`config.mk`:
```
export PLATFORM = sky130hd
export DESIGN_NAME = op_timing_unit
export DESIGN_NICKNAME = d
export VERILOG_FILES = /design/src/logic/op_timing_table.v /design/src/logic/op_timing_unit.v
export VERILOG_INCLUDE_DIRS = /design/src /design/src/logic
export SDC_FILE = /design/constraint.sdc
export NUM_CORES = 1
export LEC_CHECK = 0
export ABC_AREA = 1
export BUFFER_PORTS_ARGS = -buffer_cell sky130_fd_sc_hd__buf_2
export CAP_MARGIN = 30
export CORE_MARGIN = 1
export CORE_UTILIZATION = 50
export DETAILED_ROUTE_END_ITERATION = 6
export PLACE_DENSITY_LB_ADDON = 0.1
export SLEW_MARGIN = 0
export SYNTH_ARGS = -nofsm -noshare
export SYNTH_HDL_FRONTEND = slang
export SYNTH_HIERARCHICAL = 1
export SYNTH_SLANG_ARGS = --single-unit
```
`constraint.sdc`:
```
create_clock -name clk -period 3.3 [get_ports clk]
set_input_delay 0.66 -clock clk [delete_from_list [all_inputs] [get_ports clk]]
set_output_delay 0.66 -clock clk [all_outputs]
set_load 0.02 [all_outputs]
```
`src/logic/op_timing_map.vh`:
```
// Constants for the instruction execution timing unit
//
// Operation
// - Every read, prefetch and write bus cycle of an instruction falls inside its total clock count.
// - Each instruction form has a read/prefetch/write triple reported beside its clock total; the prefetch is one in the worst case only.
// - Unary operations and zero test on a data register take 0, 2 or 3 clocks, the worst case with one prefetch.
// - Memory forms of zero, invert, invert-with-extend and complement take 3, 4 or 6 clocks with one write.
// - Logical shifts of a data register take 1 clock static or 3 dynamic best case, three more from cache.
// - Shift and rotate time does not depend on the number of positions moved.
// - Rotate through extend on a data register, either direction, takes 9 clocks best and 12 otherwise.
// - Single-bit operations on a data register take 1, 4 or 5 clocks; memory modify forms add one write.
// - Field memory forms use one read when the field spans under five bytes and two when it spans five.
// - A 32-bit field uses two operand reads across five byte positions and one across four.
// - Memory unary, shift, rotate and register-numbered bit forms add the address fetch time.
// - Memory zero, conditional set and test-and-mark add the address calculation time instead.
// - Bit operations with an immediate bit number on memory add the immediate address fetch time.
// - Every field operation on memory adds the immediate address calculation time.
`ifndef OP_TIMING_MAP_VH
`define OP_TIMING_MAP_VH

// =====================================
// Operation codes
`define OP_ZERO_OPERAND      5'h00
`define OP_ARITH_INVERT      5'h01
`define OP_INVERT_EXTEND     5'h02
`define OP_COMPLEMENT        5'h03
`define OP_COMPARE_ZERO      5'h04
`define OP_TEST_MARK_BYTE    5'h05
`define OP_COND_SET          5'h06
`define OP_LOGIC_LEFT_SHIFT  5'h07
`define OP_LOGIC_RIGHT_SHIFT 5'h08
`define OP_ROTATE_EXTEND     5'h09
`define OP_BIT_TEST          5'h0a
`define OP_BIT_TOGGLE        5'h0b
`define OP_BIT_ZERO          5'h0c
`define OP_BIT_ONE           5'h0d
`define OP_FIELD_TEST        5'h0e
`define OP_FIELD_TOGGLE      5'h0f
`define OP_FIELD_ZERO        5'h10
`define OP_FIELD_ONE         5'h11

// =====================================
// Address time kinds
`define EA_NONE      3'h0
`define EA_FETCH     3'h1
`define EA_CALC      3'h2
`define EA_IMM_FETCH 3'h3
`define EA_IMM_CALC  3'h4

// =====================================
// Overlap cases
`define CASE_BEST  2'h0
`define CASE_CACHE 2'h1
`define CASE_WORST 2'h2

// =====================================
// Field span limit in bits (offset within byte plus width)
`define FIELD_FOUR_BYTE_BITS 6'h20

`endif

```
`src/logic/op_timing_table.v`:
```
// Timing table lookup for unary, shift, rotate, bit and field operations
`timescale 1ns/1ps
`default_nettype none
`include "op_timing_map.vh"

module op_timing_table (
  input  wire [4:0] op,
  input  wire       mem_form,
  input  wire       dyn_count,
  input  wire       imm_bitnum,
  input  wire       span5,
  input  wire [1:0] sel_case,
  output reg  [7:0] clocks,
  output reg  [1:0] reads,
  output reg  [1:0] pfetch,
  output reg  [1:0] writes,
  output reg  [2:0] ea_kind
);

  reg [7:0] best;
  reg [7:0] cache;
  reg [7:0] worst;

  always @* begin
    best    = 8'h00;
    cache   = 8'h02;
    worst   = 8'h03;
    reads   = 2'h0;
    writes  = 2'h0;
    ea_kind = `EA_NONE;
    case (op)
      `OP_ZERO_OPERAND, `OP_ARITH_INVERT, `OP_INVERT_EXTEND, `OP_COMPLEMENT: begin
        if (mem_form) begin
          best    = 8'h03;
          cache   = 8'h04;
          worst   = 8'h06;
          writes  = 2'h1;
          ea_kind = (op == `OP_ZERO_OPERAND) ? `EA_CALC : `EA_FETCH;
        end
      end
      `OP_COMPARE_ZERO: begin
        if (mem_form)
          ea_kind = `EA_FETCH;
      end
      `OP_TEST_MARK_BYTE: begin
        best  = mem_form ? 8'h0c : 8'h01;
        cache = mem_form ? 8'h0c : 8'h04;
        worst = mem_form ? 8'h0d : 8'h04;
        if (mem_form) begin
          reads   = 2'h1;
          writes  = 2'h1;
          ea_kind = `EA_CALC;
        end
      end
      `OP_COND_SET: begin
        best  = mem_form ? 8'h06 : 8'h01;
        cache = mem_form ? 8'h06 : 8'h04;
        worst = mem_form ? 8'h06 : 8'h04;
        if (mem_form) begin
          writes  = 2'h1;
          ea_kind = `EA_CALC;
        end
      end
      // Shift distance never enters here
      `OP_LOGIC_LEFT_SHIFT, `OP_LOGIC_RIGHT_SHIFT: begin
        if (mem_form) begin
          best    = 8'h05;
          cache   = 8'h05;
          worst   = 8'h06;
          writes  = 2'h1;
          ea_kind = `EA_FETCH;
        end else begin
          best  = dyn_count ? 8'h03 : 8'h01;
          cache = dyn_count ? 8'h06 : 8'h04;
          worst = cache;
        end
      end
      `OP_ROTATE_EXTEND: begin
        if (mem_form) begin
          best    = 8'h05;
          cache   = 8'h05;
          worst   = 8'h06;
          writes  = 2'h1;
          ea_kind = `EA_FETCH;
        end else begin
          best  = 8'h09;
          cache = 8'h0c;
          worst = 8'h0c;
        end
      end
      `OP_BIT_TEST, `OP_BIT_TOGGLE, `OP_BIT_ZERO, `OP_BIT_ONE: begin
        best  = mem_form ? 8'h04 : 8'h01;
        cache = 8'h04;
        worst = 8'h05;
        if (mem_form) begin
          writes  = (op == `OP_BIT_TEST) ? 2'h0 : 2'h1;
          ea_kind = imm_bitnum ? `EA_IMM_FETCH : `EA_FETCH;
        end
      end
      `OP_FIELD_TEST: begin
        if (mem_form) begin
          best    = span5 ? 8'h0f : 8'h0b;
          cache   = best;
          worst   = span5 ? 8'h10 : 8'h0c;
          reads   = span5 ? 2'h2 : 2'h1;
          ea_kind = `EA_IMM_CALC;
        end else begin
          best  = 8'h03;
          cache = 8'h06;
          worst = 8'h07;
        end
      end
      `OP_FIELD_TOGGLE, `OP_FIELD_ZERO, `OP_FIELD_ONE: begin
        if (mem_form) begin
          best    = span5 ? 8'h18 : 8'h10;
          cache   = best;
          worst   = best;
          reads   = span5 ? 2'h2 : 2'h1;
          writes  = reads;
          ea_kind = `EA_IMM_CALC;
        end else begin
          best  = 8'h09;
          cache = 8'h0c;
          worst = 8'h0c;
        end
      end
      default: begin
        best  = 8'h00;
        cache = 8'h02;
        worst = 8'h03;
      end
    endcase
    // Every worst-case figure here carries exactly one prefetch
    pfetch = (sel_case == `CASE_WORST) ? 2'h1 : 2'h0;
    case (sel_case)
      `CASE_BEST:  clocks = best;
      `CASE_CACHE: clocks = cache;
      default:     clocks = worst;
    endcase
  end

endmodule // op_timing_table

`default_nettype wire

```
`src/logic/op_timing_unit.v`:
```
// Execution timing unit: looks up cycle figures and paces an instruction's bus cycles
`timescale 1ns/1ps
`default_nettype none
`include "op_timing_map.vh"

module op_timing_unit (
  input  wire       clk,
  input  wire       resetn,
  input  wire       start,
  input  wire [4:0] op,
  input  wire       mem_form,
  input  wire       dyn_count,
  input  wire [4:0] shift_count,
  input  wire       imm_bitnum,
  input  wire [2:0] field_offset,
  input  wire [4:0] field_width,
  input  wire       full_overlap,
  input  wire       cache_hit,
  input  wire [7:0] ea_fetch_time,
  input  wire [7:0] ea_calc_time,
  input  wire [7:0] imm_fetch_time,
  input  wire [7:0] imm_calc_time,
  output wire       busy,
  output reg        done,
  output reg  [8:0] total_clocks,
  output reg  [1:0] read_count,
  output reg  [1:0] prefetch_count,
  output reg  [1:0] write_count,
  output reg        span_five,
  output reg        read_strobe,
  output reg        prefetch_strobe,
  output reg        write_strobe
);

  // =====================================
  // Case selection and field span
  reg  [1:0] sel_case;
  wire [5:0] width_bits;
  wire [5:0] span_bits;
  wire       span5;

  always @* begin
    if (full_overlap)
      sel_case = `CASE_BEST;
    else if (cache_hit)
      sel_case = `CASE_CACHE;
    else
      sel_case = `CASE_WORST;
  end

  // Width code zero means a full 32-bit field
  assign width_bits = (field_width == 5'h00) ? 6'h20 : {1'b0, field_width};
  assign span_bits  = {3'h0, field_offset} + width_bits;
  assign span5      = (span_bits > `FIELD_FOUR_BYTE_BITS);

  // =====================================
  // Table lookup
  wire [7:0] tab_clocks;
  wire [1:0] tab_reads;
  wire [1:0] tab_pfetch;
  wire [1:0] tab_writes;
  wire [2:0] tab_ea;
  reg  [7:0] ea_add;

  op_timing_table u_table (
    .op         (op),
    .mem_form   (mem_form),
    .dyn_count  (dyn_count),
    .imm_bitnum (imm_bitnum),
    .span5      (span5),
    .sel_case   (sel_case),
    .clocks     (tab_clocks),
    .reads      (tab_reads),
    .pfetch     (tab_pfetch),
    .writes     (tab_writes),
    .ea_kind    (tab_ea)
  );

  always @* begin
    case (tab_ea)
      `EA_FETCH:     ea_add = ea_fetch_time;
      `EA_CALC:      ea_add = ea_calc_time;
      `EA_IMM_FETCH: ea_add = imm_fetch_time;
      `EA_IMM_CALC:  ea_add = imm_calc_time;
      default:       ea_add = 8'h00;
    endcase
  end

  // =====================================
  // Sequencer
  // Bus cycles are issued inside the counted window, never after it;
  // reads first, then writes, prefetch last so it overlaps the next fetch.
  // One-hot states: a single bit per state keeps the decode shallow
  localparam [2:0] ST_IDLE = 3'h1;
  localparam [2:0] ST_RUN  = 3'h2;
  localparam [2:0] ST_DONE = 3'h4;

  reg  [2:0] state_q;
  reg  [2:0] state_d;
  reg  [8:0] remain_q;
  reg  [8:0] remain_d;
  reg  [1:0] rd_left_q;
  reg  [1:0] rd_left_d;
  reg  [1:0] pf_left_q;
  reg  [1:0] pf_left_d;
  reg  [1:0] wr_left_q;
  reg  [1:0] wr_left_d;
  reg        rd_fire_d;
  reg        pf_fire_d;
  reg        wr_fire_d;
  wire       take;
  wire [8:0] grand_total;

  // Only an idle sequencer accepts; a start in run or done is dropped
  assign take        = (state_q == ST_IDLE) && start;
  assign grand_total = {1'b0, tab_clocks} + {1'b0, ea_add};
  assign busy        = (state_q == ST_RUN);

  // A zero total skips run and answers with done one cycle later
  always @* begin
    state_d = state_q;
    case (state_q)
      ST_IDLE: begin
        if (start)
          state_d = (grand_total == 9'h000) ? ST_DONE : ST_RUN;
      end
      ST_RUN: begin
        if (remain_q == 9'h001)
          state_d = ST_DONE;
      end
      ST_DONE: begin
        state_d = ST_IDLE;
      end
      default: state_d = ST_IDLE;
    endcase
  end

  // =====================================
  // Bus cycle issue
  // At most one bus cycle per run clock; every table total covers its own
  // triple, so no cycle is ever pushed past the end of the window.
  // Prefetch goes last, where it overlaps the next instruction's fetch.
  always @* begin
    remain_d  = remain_q;
    rd_left_d = rd_left_q;
    pf_left_d = pf_left_q;
    wr_left_d = wr_left_q;
    rd_fire_d = 1'b0;
    pf_fire_d = 1'b0;
    wr_fire_d = 1'b0;
    if (take) begin
      remain_d  = grand_total;
      rd_left_d = tab_reads;
      pf_left_d = tab_pfetch;
      wr_left_d = tab_writes;
    end else if (busy) begin
      remain_d = remain_q - 9'h001;
      // Reads first: a write-back needs its operand in hand
      if (rd_left_q != 2'h0) begin
        rd_fire_d = 1'b1;
        rd_left_d = rd_left_q - 2'h1;
      end else if (wr_left_q != 2'h0) begin
        wr_fire_d = 1'b1;
        wr_left_d = wr_left_q - 2'h1;
      end else if (pf_left_q != 2'h0) begin
        pf_fire_d = 1'b1;
        pf_left_d = pf_left_q - 2'h1;
      end
    end
  end

  // =====================================
  // State and strobe registers
  // Strobes are registered so each stands one full cycle on the bus
  always @(posedge clk or negedge resetn) begin
    if (!resetn) begin
      state_q         <= ST_IDLE;
      remain_q        <= 9'h000;
      rd_left_q       <= 2'h0;
      pf_left_q       <= 2'h0;
      wr_left_q       <= 2'h0;
      done            <= 1'b0;
      read_strobe     <= 1'b0;
      prefetch_strobe <= 1'b0;
      write_strobe    <= 1'b0;
    end else begin
      state_q         <= state_d;
      remain_q        <= remain_d;
      rd_left_q       <= rd_left_d;
      pf_left_q       <= pf_left_d;
      wr_left_q       <= wr_left_d;
      done            <= (state_d == ST_DONE);
      read_strobe     <= rd_fire_d;
      prefetch_strobe <= pf_fire_d;
      write_strobe    <= wr_fire_d;
    end
  end

  // =====================================
  // Result hold
  // Figures stand from one accepted start to the next, so a slow reader
  // may pick them up at any time while the sequencer is idle.
  always @(posedge clk or negedge resetn) begin
    if (!resetn) begin
      total_clocks   <= 9'h000;
      read_count     <= 2'h0;
      prefetch_count <= 2'h0;
      write_count    <= 2'h0;
      span_five      <= 1'b0;
    end else if (take) begin
      // shift_count deliberately unused: time is independent of distance
      total_clocks   <= grand_total;
      read_count     <= tab_reads;
      prefetch_count <= tab_pfetch;
      write_count    <= tab_writes;
      span_five      <= span5;
    end
  end

endmodule // op_timing_unit

`default_nettype wire

```
==> impl_metrics.env <==
export IMPL_setup_viol=0
export IMPL_grt_max_degree=39
export IMPL_critPathTopFamily="simple AND/OR/NAND/NOR gates"
export IMPL_via_per_inst=5.25
export IMPL_ys_ff_latch=38
export IMPL_max_stage_delay_ns=0.34
export IMPL_max_clock_path_buffers=2
export IMPL_critPathRequiredTime_ns=3.48
export IMPL_drt_total_wl_mm=8.79
export IMPL_firstDrtPassIters=5
export IMPL_skew_ns=0.00612
export IMPL_worst_pin_slew_ns=0.832
export IMPL_cts_root_buffer_cell="clkbuf_8"
export IMPL_n_antenna_cell=0
export IMPL_netlist_top_cell_by_area="dfrtp_1"
export IMPL_fin_area_mm2=0.00443
export IMPL_start_util_pct=51.8
export IMPL_ys_types=43
export IMPL_ctsHoldBuffers=0
export IMPL_antenna_found_initial=0
export IMPL_coreArea_mm2=0.00631
export IMPL_via_count=3650
export IMPL_register_area_um2=952
export IMPL_seq_area_frac_synth_pct=29.1
export IMPL_netlist_top_cells_area="dfrtp_1 28%, nand2_1 17%, inv_1 8.0%"
export IMPL_cts_htree_levels=2
export IMPL_grt_pass1_wl_mm=14.5
export IMPL_synthArstFlopShare_pct=100
export IMPL_synth_top_area_share_pct=28.3
export IMPL_wl_per_cell_um=12.6
export IMPL_power_density_mw_per_mm2=504
export IMPL_multi_input_area_mm2=0.00216
export IMPL_period_needed_ns=3.15
export IMPL_worst_skew_pair_late_latency_ns=0.29
export IMPL_p_leak_nw=2.47
export IMPL_grt_total_usage_pct=24.9
export IMPL_syn_area_mm2=0.00327
export IMPL_cp_slowest_cell="fa_2"
export IMPL_clock_sinks=38
export IMPL_dp_hpwl_mm=6.64
export IMPL_synthToLayoutAreaGrowth_pct=35.4
export IMPL_globalRouteOverflowTotal=0
export IMPL_cts_tree="yes"
export IMPL_critPathArrivalTime_ns=3.34
export IMPL_syn_inst=495
export IMPL_die_w_um=82.9
export IMPL_final_hold_violation_count=0
export IMPL_setup_tns_final_ns=0
export IMPL_relSlewSlack_pct=44.6
export IMPL_status="complete, no violations"
export IMPL_path_cells="buf_2 > nand2_2 > nand2_1 > nand3_4 > nor2_4 > nand2_1 > o2111ai_4 > buf_4 > nand4_1 > o2111ai_4 > ha_2 > inv_1 > fa_2 > buf_4 > xnor2_1 > nor2_1 > nand3_2 > nor2_4 > nand3_2 > nand2_2 > nand2_1"
export IMPL_synth_area_per_cell_um2=6.60
export IMPL_max_vdd_ir_drop_mv=0.588
export IMPL_drtIter0Drc=166
export IMPL_gp_congestion=0.950
export IMPL_num_io_pins=79
export IMPL_critPathKind="primary input to flop"
export IMPL_die_h_um=82.9
export IMPL_fmax_ghz=0.317
export IMPL_drive_gt1_share_pct=35.8
export IMPL_cp_num_buf_inv=4
export IMPL_drtAntennaViolNets=0
export IMPL_period_share_pct=95.6
export IMPL_io_buffers=73
export IMPL_min_path_type="primary input to asynchronous set/reset pin"
export IMPL_crit_top_cell="nand2_1"
export IMPL_slew_violations=0
export IMPL_dieArea_mm2=0.00687
export IMPL_route_detailed_drc=0
export IMPL_grt_pass1_vias=3413
export IMPL_post_dp_cell_area_mm2=0.00407
export IMPL_synth_ff_type="dfrtp_1"
export IMPL_nNetsFinal=693
export IMPL_maxCapViolCount=0
export IMPL_worstSetupStartpointType="primary input"
export IMPL_numCtsBuffers=5
export IMPL_rows=29
export IMPL_clk_pin_slew_ns=0.08
export IMPL_ys_warn_count=6
export IMPL_synth_edf_count=0
export IMPL_grt_setup_unrepaired="yes"
export IMPL_path_max_fanout=6
export IMPL_fillerInstances=549
export IMPL_endpoint_kind="flop"
cell type report:
| class | instances | share of cell area, % |
|---|---|---|
| Multi-Input combinational cell | 358 | 48.9 |
| Sequential cell | 38 | 21.5 |
| Timing Repair Buffer | 132 | 18.5 |
| Inverter | 82 | 7.07 |
| Tap cell | 77 | 2.18 |
| Clock buffer | 6 | 1.64 |
| Clock inverter | 2 | 0.226 |
worst register-to-register path: stages, from the launching register on:
cell and delay [ns]:
dfstp_2 0.58, nand4_4 0.10, buf_4 0.25, inv_2 0.34, nand2_1 0.15, o21ai_0 0.11
nand2_1 0.06, o21ai_1 0.07
logic make-up after synthesis:
kind of cell,synth area share (%)
xor+xnor,0.536
fa+ha+maj,7.35
compound gates,11.2
flops,29.1
other cells,0.115
simple gates,39.2
buf+inv,12.5
metal layers:
layer / track usage, % / share of wire [%]
met2: 44.6 / 51
met3: 2.58 / 3.6
met5: 0 / 0
met4: 6.43 / 1.5
met1: 32.0 / 44
cells in the final DEF, fill, tap and decap left out, drive strengths merged, types with 5 or more instances in the layout:
master     n
inv       80
nor2      47
nand2    148
ha        16
o211ai     5
dfrtp     37
nand4     30
a21oi     13
clkbuf     8
o2111ai    9
nand3     41
o21ai     21
buf      130
synthesized netlist by cell type (9+ instances only):
master     instances
dfrtp_1           37
nor2_1            44
nand4_1           29
ha_1              16
inv_1             70
nand3_1           35
o2111ai_1          9
nand2_1          144
o21ai_0           16
inv_2             10
a21oi_1           13
per-stage QoR:
stage               std cells  power [W]  setup WS [ns]  hold WS (ns)  utilization [%]
floorplan                 498    0.00151        0.00702         0.364                -
global placement          685    0.00182         -0.249         0.457             64.5
detailed placement        685    0.00186         -0.318         0.460             64.5
CTS                       693    0.00218         0.0122         0.479             66.0
global route              695    0.00242        -0.0739         0.502             70.1
finish                    695    0.00223          0.145         0.461             70.1
report_power, final:
group	switching [W]	total, W	leakage [nW]	internal (W)
clock	0.000160	0.000306	0.0450	0.000146
sequential	0.000101	0.000747	0.489	0.000646
combinational	0.000738	0.00118	1.93	0.000440
what timing repair did:
item,CTS,global route
resized for setup,1,67
setup buffers,0,2
pin swaps,0,25
endpoints found under the setup margin,1,14
hold endpoints to repair,0,0
registers in the layout, summed over array words and instances, names as in the netlist:
signal           cells
done                 1
pf_left_q            2
prefetch_count       2
prefetch_strobe      1
rd_left_q            2
read_count           2
read_strobe          1
remain_q             9
span_five            1
state_q              3
total_clocks         9
wr_left_q            2
write_count          2
write_strobe         1
final timing paths:
| kind | startpoint | slack (ns) | depth (start not counted) | endpoint |
|---|---|---|---|---|
| worst max-delay path | op[2] | 0.15 | 21 | state_q[1] |
| worst min-delay path | resetn | 0.46 | 1 | pf_left_q[1] |
| worst max register to register | state_q[0] | 1.57 | 7 | rd_left_q[1] |
| worst min register to register | total_clocks[2] | 0.48 | 2 | total_clocks[2] |
| max in group asynchronous | resetn | 2.31 | 1 | total_clocks[4] |
| min in group clk | total_clocks[2] | 0.48 | 2 | total_clocks[2] |
(Power assumes the default switching activity.)
